[src/pse_fb_cfg.svh]
// Command codes, field positions, reset values and timing for the foldback register slice
`ifndef PSE_FB_CFG_SVH
`define PSE_FB_CFG_SVH

`define CMD_CH3_VOLTAGE 8'h3a
`define CMD_CH4_VOLTAGE 8'h3e
`define CMD_FOLD_SELECT 8'h40
`define CMD_FW_REVISION 8'h41

`define FOLD_DFB_LSB 4
`define FOLD_HOLD_LSB 0
`define FOLD_SELECT_RESET 8'h00
`define FW_REVISION_RESET 8'h00
`define VOLT_RESET 14'h0000
`define VOLT_WIDTH 14
`define VOLT_STEP_UV 3662
`define VOLT_FULL_SCALE_V 60
`define READ_IDLE_BYTE 8'h00

`define CLASS_DOUBLE_MIN 4'h4
`define PCUT_DEFAULT 8'hff
`define PCUT_STEP 8'h0f

`define CLOCK_KHZ 200000
`define NOM_FAULT_TIME_MS 60
`define NOM_FAULT_CYCLES (`NOM_FAULT_TIME_MS * `CLOCK_KHZ)
`define FAULT_CNT_WIDTH 24

`endif

[src/pse_fb_pkg.sv]
// Types shared by the foldback register slice
package pse_fb_pkg;

	typedef enum logic [0:0] {
		IDX_LOW = 1'b0,
		IDX_HIGH = 1'b1
	} byte_idx_t;

	typedef enum logic [1:0] {
		THR_NORMAL = 2'b00,
		THR_DOUBLE = 2'b01,
		THR_INRUSH = 2'b10
	} thr_t;

	typedef thr_t [3:0] thr_vec_t;

	typedef struct packed {
		logic [7:0] cmd;
		byte_idx_t idx;
		logic [7:0] msb_hold;
		logic [7:0] fold_sel;
		logic [7:0] fw_rev;
		logic [3:0][7:0] pcut;
		thr_vec_t thr;
		logic [7:0] rd_data;
		logic rd_valid;
	} slice_state_t;

	typedef struct packed {
		logic [23:0] count;
		logic done;
		logic fault;
	} timer_state_t;

	typedef struct packed {
		logic [13:0] count;
	} volt_state_t;

endpackage : pse_fb_pkg

[src/pse_voltage_foldback_regs.sv]
// Voltage telemetry, foldback selection and firmware revision register slice
//
// Summary of operation
// - Channel 3 voltage: 3Ah, low byte first
// - Channel 4 voltage: 3Eh, low byte first
// - Voltage is 14-bit count, resets zero
// - Double-foldback bit raises limit thresholds
// - Fault timer starts on exceeding limit
// - Inrush profile ignores double-foldback bits
// - Fault time nominal, or programmed if doubled
// - Turn-on sets double-foldback for class >= 4
// - Single signature sets both; dual per channel
// - Hold bit blocks automatic turn-on adjustment
// - Turn-off restores policing and double-foldback
// - Four-pair: either hold bit blocks both
// - Turn-off clears the hold bit
// - Double-foldback bits act per channel only
// - Selection register: 40h, read/write, resets zero
// - Firmware revision: 41h, one byte, read-only
`timescale 1ns/1ps
`default_nettype none
`include "pse_fb_cfg.svh"

module pse_voltage_foldback_regs #(
	parameter logic [`FAULT_CNT_WIDTH-1:0] NOM_FAULT_CYCLES = `FAULT_CNT_WIDTH'(`NOM_FAULT_CYCLES)
) (
	input wire logic clock_in,
	input wire logic rst_n_in,
	input wire logic cmd_start_in,
	input wire logic [7:0] cmd_code_in,
	input wire logic wr_strobe_in,
	input wire logic [7:0] wr_byte_in,
	input wire logic rd_strobe_in,
	output logic [7:0] rd_byte_out,
	output logic rd_valid_out,
	input wire logic ch3_volt_sample_in,
	input wire logic [`VOLT_WIDTH-1:0] ch3_volt_count_in,
	input wire logic ch4_volt_sample_in,
	input wire logic [`VOLT_WIDTH-1:0] ch4_volt_count_in,
	input wire logic fw_load_in,
	input wire logic [7:0] fw_revision_in,
	input wire logic [3:0] port_turn_on_in,
	input wire logic [3:0] port_turn_off_in,
	input wire logic [15:0] assigned_class_in,
	input wire logic [1:0] four_pair_in,
	input wire logic [1:0] single_signature_in,
	input wire logic [3:0] inrush_active_in,
	input wire logic [3:0] over_limit_in,
	input wire logic [`FAULT_CNT_WIDTH-1:0] prog_fault_cycles_in,
	output logic [3:0] double_foldback_enable_out,
	output logic [3:0] manual_policing_hold_out,
	output logic [31:0] power_cut_policing_limit_out,
	output pse_fb_pkg::thr_vec_t current_limit_threshold_out,
	output logic [3:0] limit_fault_out
);
	import pse_fb_pkg::*;

	////////////////////////////////////////////////////////////////////////////////

	function automatic logic [3:0] class_of(input logic [15:0] classes, input int ch);
		class_of = classes[ch*4 +: 4];
	endfunction : class_of

	function automatic logic [7:0] pcut_from_class(input logic [3:0] cls);
		logic [11:0] product;
		product = {8'h00, cls} * {4'h0, `PCUT_STEP};
		pcut_from_class = (product > 12'h0ff) ? `PCUT_DEFAULT : product[7:0];
	endfunction : pcut_from_class

	function automatic logic [7:0] volt_low(input logic [`VOLT_WIDTH-1:0] count);
		volt_low = count[7:0];
	endfunction : volt_low

	function automatic logic [7:0] volt_high(input logic [`VOLT_WIDTH-1:0] count);
		volt_high = {2'b00, count[13:8]};
	endfunction : volt_high

	////////////////////////////////////////////////////////////////////////////////

	slice_state_t state_q;
	slice_state_t state_d;
	logic [`VOLT_WIDTH-1:0] ch3_count;
	logic [`VOLT_WIDTH-1:0] ch4_count;
	logic [3:0] hold_eff;
	logic [3:0] fault_raw;

	volt_telemetry_word u_ch3_volt (
		.clock_in(clock_in),
		.rst_n_in(rst_n_in),
		.sample_in(ch3_volt_sample_in),
		.sample_count_in(ch3_volt_count_in),
		.count_out(ch3_count)
	);

	volt_telemetry_word u_ch4_volt (
		.clock_in(clock_in),
		.rst_n_in(rst_n_in),
		.sample_in(ch4_volt_sample_in),
		.sample_count_in(ch4_volt_count_in),
		.count_out(ch4_count)
	);

	genvar gc;
	generate
		for (gc = 0; gc < 4; gc = gc + 1) begin : g_timer
			limit_fault_timer #(
				.NOM_CYCLES(NOM_FAULT_CYCLES)
			) u_timer (
				.clock_in(clock_in),
				.rst_n_in(rst_n_in),
				.over_limit_in(over_limit_in[gc]),
				.double_fb_in(state_q.fold_sel[`FOLD_DFB_LSB + gc]),
				.prog_cycles_in(prog_fault_cycles_in),
				.fault_out(fault_raw[gc])
			);
		end
	endgenerate

	// Four-pair ports share hold: either channel's bit blocks both
	always_comb begin
		for (int c = 0; c < 4; c++) begin
			hold_eff[c] = state_q.fold_sel[`FOLD_HOLD_LSB + c]
				| (four_pair_in[c/2] & state_q.fold_sel[`FOLD_HOLD_LSB + (c ^ 1)]);
		end
	end

	////////////////////////////////////////////////////////////////////////////////

	always_comb begin
		state_d = state_q;
		state_d.rd_valid = 1'b0;

		// Host byte access
		if (cmd_start_in) begin
			state_d.cmd = cmd_code_in;
			state_d.idx = IDX_LOW;
		end else if (rd_strobe_in) begin
			state_d.rd_valid = 1'b1;
			state_d.idx = IDX_HIGH;
			state_d.rd_data = `READ_IDLE_BYTE;
			unique case (state_q.cmd)
				`CMD_CH3_VOLTAGE: begin
					if (state_q.idx == IDX_LOW) begin
						// Snapshot the top byte so the pair stays coherent
						state_d.rd_data = volt_low(ch3_count);
						state_d.msb_hold = volt_high(ch3_count);
					end else begin
						state_d.rd_data = state_q.msb_hold;
						state_d.msb_hold = `READ_IDLE_BYTE;
					end
				end
				`CMD_CH4_VOLTAGE: begin
					if (state_q.idx == IDX_LOW) begin
						state_d.rd_data = volt_low(ch4_count);
						state_d.msb_hold = volt_high(ch4_count);
					end else begin
						state_d.rd_data = state_q.msb_hold;
						state_d.msb_hold = `READ_IDLE_BYTE;
					end
				end
				`CMD_FOLD_SELECT: begin
					if (state_q.idx == IDX_LOW) begin
						state_d.rd_data = state_q.fold_sel;
					end
				end
				`CMD_FW_REVISION: begin
					if (state_q.idx == IDX_LOW) begin
						state_d.rd_data = state_q.fw_rev;
					end
				end
				default: begin
					state_d.rd_data = `READ_IDLE_BYTE;
				end
			endcase
		end else if (wr_strobe_in) begin
			state_d.idx = IDX_HIGH;
			// Voltage and revision have no write path
			if (state_q.cmd == `CMD_FOLD_SELECT && state_q.idx == IDX_LOW) begin
				state_d.fold_sel = wr_byte_in;
			end
		end

		if (fw_load_in) begin
			state_d.fw_rev = fw_revision_in;
		end

		// Port events override a host write in the same cycle
		for (int c = 0; c < 4; c++) begin
			if (port_turn_off_in[c]) begin
				state_d.fold_sel[`FOLD_DFB_LSB + c] = 1'b0;
				state_d.pcut[c] = `PCUT_DEFAULT;
				state_d.fold_sel[`FOLD_HOLD_LSB + c] = 1'b0;
			end else if (port_turn_on_in[c] && !hold_eff[c]) begin
				state_d.pcut[c] = pcut_from_class(class_of(assigned_class_in, c));
				if (class_of(assigned_class_in, c) >= `CLASS_DOUBLE_MIN) begin
					state_d.fold_sel[`FOLD_DFB_LSB + c] = 1'b1;
					if (four_pair_in[c/2] && single_signature_in[c/2]
						&& !port_turn_off_in[c ^ 1]) begin
						state_d.fold_sel[`FOLD_DFB_LSB + (c ^ 1)] = 1'b1;
					end
				end else begin
					state_d.fold_sel[`FOLD_DFB_LSB + c] = 1'b0;
				end
			end
		end

		// Each channel's threshold follows its own bit only
		for (int c = 0; c < 4; c++) begin
			if (inrush_active_in[c]) begin
				state_d.thr[c] = THR_INRUSH;
			end else if (state_d.fold_sel[`FOLD_DFB_LSB + c]) begin
				state_d.thr[c] = THR_DOUBLE;
			end else begin
				state_d.thr[c] = THR_NORMAL;
			end
		end
	end

	always_ff @(posedge clock_in or negedge rst_n_in) begin
		if (!rst_n_in) begin
			state_q.cmd <= 8'h00;
			state_q.idx <= IDX_LOW;
			state_q.msb_hold <= 8'h00;
			state_q.fold_sel <= `FOLD_SELECT_RESET;
			state_q.fw_rev <= `FW_REVISION_RESET;
			state_q.pcut <= {4{`PCUT_DEFAULT}};
			state_q.thr <= {4{THR_NORMAL}};
			state_q.rd_data <= 8'h00;
			state_q.rd_valid <= 1'b0;
		end else begin
			state_q <= state_d;
		end
	end

	////////////////////////////////////////////////////////////////////////////////

	logic [3:0] fault_q;

	// Extra stage keeps the port directly on a flop of this module
	always_ff @(posedge clock_in or negedge rst_n_in) begin
		if (!rst_n_in) begin
			fault_q <= 4'h0;
		end else begin
			fault_q <= fault_raw;
		end
	end

	assign rd_byte_out = state_q.rd_data;
	assign rd_valid_out = state_q.rd_valid;
	assign double_foldback_enable_out = state_q.fold_sel[7:4];
	assign manual_policing_hold_out = state_q.fold_sel[3:0];
	assign power_cut_policing_limit_out = state_q.pcut;
	assign current_limit_threshold_out = state_q.thr;
	assign limit_fault_out = fault_q;
endmodule : pse_voltage_foldback_regs
`default_nettype wire

[src/volt_telemetry_word.sv]
// One read-only channel voltage word, loaded by the converter
`timescale 1ns/1ps
`default_nettype none
`include "pse_fb_cfg.svh"

module volt_telemetry_word (
	input wire logic clock_in,
	input wire logic rst_n_in,
	input wire logic sample_in,
	input wire logic [`VOLT_WIDTH-1:0] sample_count_in,
	output logic [`VOLT_WIDTH-1:0] count_out
);
	import pse_fb_pkg::*;

	volt_state_t state_q;
	volt_state_t state_d;

	// Only the converter loads it; the host has no write path here
	always_comb begin
		state_d = state_q;
		if (sample_in) begin
			state_d.count = sample_count_in;
		end
	end

	always_ff @(posedge clock_in or negedge rst_n_in) begin
		if (!rst_n_in) begin
			state_q <= '{count: `VOLT_RESET};
		end else begin
			state_q <= state_d;
		end
	end

	assign count_out = state_q.count;

endmodule : volt_telemetry_word
`default_nettype wire

[src/limit_fault_timer.sv]
// Per-channel current-limit fault timer
`timescale 1ns/1ps
`default_nettype none
`include "pse_fb_cfg.svh"

module limit_fault_timer #(
	parameter logic [`FAULT_CNT_WIDTH-1:0] NOM_CYCLES = `FAULT_CNT_WIDTH'(`NOM_FAULT_CYCLES)
) (
	input wire logic clock_in,
	input wire logic rst_n_in,
	input wire logic over_limit_in,
	input wire logic double_fb_in,
	input wire logic [`FAULT_CNT_WIDTH-1:0] prog_cycles_in,
	output logic fault_out
);
	import pse_fb_pkg::*;

	timer_state_t state_q;
	timer_state_t state_d;
	logic [`FAULT_CNT_WIDTH-1:0] limit;

	always_comb begin
		limit = double_fb_in ? prog_cycles_in : NOM_CYCLES;
		state_d = state_q;
		state_d.fault = 1'b0;
		if (!over_limit_in) begin
			state_d.count = '0;
			state_d.done = 1'b0;
		end else if (!state_q.done) begin
			// Runs from the first cycle over the limit in either mode
			state_d.count = state_q.count + 1'b1;
			if (state_q.count + 1'b1 >= limit) begin
				state_d.fault = 1'b1;
				state_d.done = 1'b1;
			end
		end
	end

	always_ff @(posedge clock_in or negedge rst_n_in) begin
		if (!rst_n_in) begin
			state_q <= '0;
		end else begin
			state_q <= state_d;
		end
	end

	assign fault_out = state_q.fault;
endmodule : limit_fault_timer
`default_nettype wire

[config.mk]
export PLATFORM = sky130hd
export DESIGN_NAME = pse_voltage_foldback_regs
export DESIGN_NICKNAME = d
export VERILOG_FILES = /design/src/pse_fb_pkg.sv /design/src/pse_voltage_foldback_regs.sv /design/src/volt_telemetry_word.sv /design/src/limit_fault_timer.sv
export VERILOG_INCLUDE_DIRS = /design/src
export SDC_FILE = /design/constraint.sdc
export NUM_CORES = 1
export LEC_CHECK = 0
export ABC_CLOCK_PERIOD_IN_PS = 2920
export BUFFER_PORTS_ARGS = -buffer_cell sky130_fd_sc_hd__buf_2
export CAP_MARGIN = 10
export CORE_ASPECT_RATIO = 0.5
export CORE_UTILIZATION = 45
export DETAILED_ROUTE_END_ITERATION = 8
export PLACE_DENSITY_LB_ADDON = 0.25
export SYNTH_ARGS = -nofsm -noshare
export SYNTH_HDL_FRONTEND = slang
export SYNTH_SLANG_ARGS = --single-unit
[constraint.sdc]
create_clock -name clock_in -period 2.92 [get_ports clock_in]
set_input_delay 0.584 -clock clock_in [delete_from_list [all_inputs] [get_ports clock_in]]
set_output_delay 0.584 -clock clock_in [all_outputs]
set_load 0.02 [all_outputs]
==> out/qor.yml <==
mostFrequentLayoutCells: "dfrtp_1, buf_2, nand2_1"
io_pins: 181
io_buffer_count: 180
cp_num_buf_inv: 1
num_rows: 47
crit_type: "reg -> reg"
busiest_layer: "met2"
placed_area_um2: 17140
crit_chain: "ha_2 -> nand3_2 -> or2_4 -> or2_4 -> buf_6 -> nor2_4 -> xor2_2 -> ha_1 -> nand4_1 -> nor4_2 -> o41ai_2 -> a311oi_2"
setup_tns_ns: 0
grt_pass1_wl_um: 63070
hold_path.class: "in -> async"
drive_above_1_share_pct: 27.33
root_buffer: "clkbuf_16"
rsz0062_at_grt: "yes"
clock_latency_ns: 0.55
die_y_um: 132.4
fin_skew_ns: 0.01427
vias: 12081
final_common_cell: "dfrtp_1"
ys_ff_latch: 216
cts_buffers: 23
whs_ns: 0.04991
power_leakage_nw: 8.542
grt_usage_pct: 22.44
ys.flop_type: "dfrtp_1"
drtPass1Iterations: 7
synthArstFlopShare_pct: 100.0
worstPathMaxFanout: 4
met2_usage_pct: 37.43
finalInstanceArea_um2: 18180
synth.avg_cell_area_um2: 9.638
synth_cells: 1588
tritoncts: "built"
cp_top_family: "simple AND/OR/NAND/NOR gates"
power_density_nw_per_um2: 432.0
grt_pass1_vias: 12224
ys_seq_area_share_pct: 35.58
filler_cell_count: 3018
grt.overflow.total: 0
cts_hold_buf: 0
syn_nets: 1876
dieArea_um2: 34800
wl_per_cell_um: 16.78
crit_slowest_cell: "dfrtp_1"
via_per_inst: 5.308
use_met1_pct: 30.50
place.gp.congestion: 0.8712
end_kind: "register"
coreArea_um2: 33280
syn-cell-area_um2: 15300
antenna_found_initial: 2
min_period_over_period_pct: 98.30
htree_levels: 1
cp.required_ns: 3.36
die_w_um: 262.8
grt_max_degree: 84
cap_violations: 0
fin_crit_ns: 2.870
critPathArrivalTime_ns: 3.31
nets: 2104
clk_pin_slew_worst_paths_ns: 0.07
finalSetupViolations: 0
path_common_cell: "or2_4"
finalHoldViolCount: 0
grt_use_met3_pct: 3.866
status: "finished clean"
synth_edf_count: 0
synth_cell_types: 62
fmax_ghz: 0.3484
cp-start-kind: "register"
vdd_ir_drop_max_mv: 0.3727
slowest_delay_ns: 0.40
routed_wl_um: 38180
area_growth_pct: 18.82
ant_nets: 0
slew_headroom_pct: 33.28
drtIter0Drc: 702
cts_num_sinks: 216
yosys_warnings: 0
tightest_slew_ns: 1.001
ctsLongestPathBuffers: 3
initial_utilization_pct: 45.98
slew_violations: 0
dp_hpwl_um: 28980
route.detailed.drc: 0
-- state kept, by name (all words and copies together), names as in the netlist --
register	cells
g_timer.u_timer.state_q	100
power_cut_policing_limit_out	32
state_q	23
u_ch3_volt.count_out	14
u_ch4_volt.count_out	14
current_limit_threshold_out	8
rd_byte_out	8
double_foldback_enable_out	4
g_timer.u_timer.fault_out	4
limit_fault_out	4
manual_policing_hold_out	4
rd_valid_out	1
-- what timing repair did --
| item | CTS | global route |
|---|---|---|
| gates cloned | 0 | 0 |
| setup endpoints to repair | 2 | 8 |
| buffers inserted | 1 | 6 |
| gates resized for setup | 2 | 40 |
| pin swaps | 1 | 26 |
-- cell type report --
class | count | area, µm² | area share (%)
Antenna cell | 2 | 5.005 | 0.02752
Clock buffer | 29 | 618.1 | 3.399
Clock inverter | 13 | 197.7 | 1.087
Inverter | 42 | 157.7 | 0.8669
Multi-Input combinational cell | 1214 | 9208 | 50.63
Sequential cell | 216 | 5448 | 29.96
Tap cell | 441 | 551.8 | 3.034
Timing Repair Buffer | 319 | 1999 | 10.99
-- through the flow --
step | utilization (%) | setup slack [ns] | std cells | power [mW]
after global routing | 54.63 | -0.09436 | 2275 | 8.216
after detailed placement | 51.49 | -0.1344 | 2225 | 4.674
final | 54.64 | 0.04968 | 2276 | 7.856
after CTS | 54.00 | 0.001088 | 2268 | 7.950
after global placement | 51.49 | -0.1235 | 2225 | 4.651
after floorplan | - | 0.05281 | 1588 | 4.225
-- layer usage --
metal / wire length [µm] / up-vias
met1: 18120 / 5862
met3: 1562 / 47
met2: 17680 / 196
met5: 13 / -
li1: - / 5974
met4: 807 / 2
-- report_power, final --
group,switching (mW),internal (mW)
clock network,1.35,1.88
logic,0.750,0.590
registers,0.104,3.18
total,2.20,5.65
-- logic make-up after synthesis --
family                     Yosys count  share of synthesized area, %
AOI/OAI and AO/OA                  210                         9.344
DFF                                216                         35.58
xor gates and xnor gates           174                         9.958
adders and majority gates          168                         14.72
buffers and inverters              158                         5.330
muxes                               74                         5.273
and+or+nand+nor                    588                         19.80
-- final timing paths --
path	startpoint	endpoint	slack, ns	cells after the start
worst min register to register	g_timer[3].u_timer.fault_out	limit_fault_out[3]	0.35	0
worst max register to register	g_timer[2].u_timer.state_q[2]	g_timer[2].u_timer.fault_out	0.05	12
max in group asynchronous	rst_n_in	power_cut_policing_limit_out[29]	2.17	2
worst min-delay path	rst_n_in	g_timer[0].u_timer.state_q[11]	0.05	1
worst max-delay path	g_timer[2].u_timer.state_q[2]	g_timer[2].u_timer.fault_out	0.05	12
min in group clock_in	inrush_active_in[2]	current_limit_threshold_out[5]	0.16	1
-- Yosys cell counts (all sizes together), types with 24 or more instances --
master  count  area, µm²
inv        42      157.7
buf        71      489.2
nor2b      49      306.5
nand4      28      187.7
nor4       25      209.0
nand2     149      559.3
clkbuf     45      168.9
nor2      152      570.6
ha        148       1852
xnor2     103      902.1
a211o      24      210.2
nand3      50      255.3
a21oi      57      285.3
o21ai      31      155.2
nor3       30      185.2
dfstp      32      840.8
xor2       71      621.9
mux2       53      596.8
dfrtp     184       4604
(Power assumes the default switching activity.)
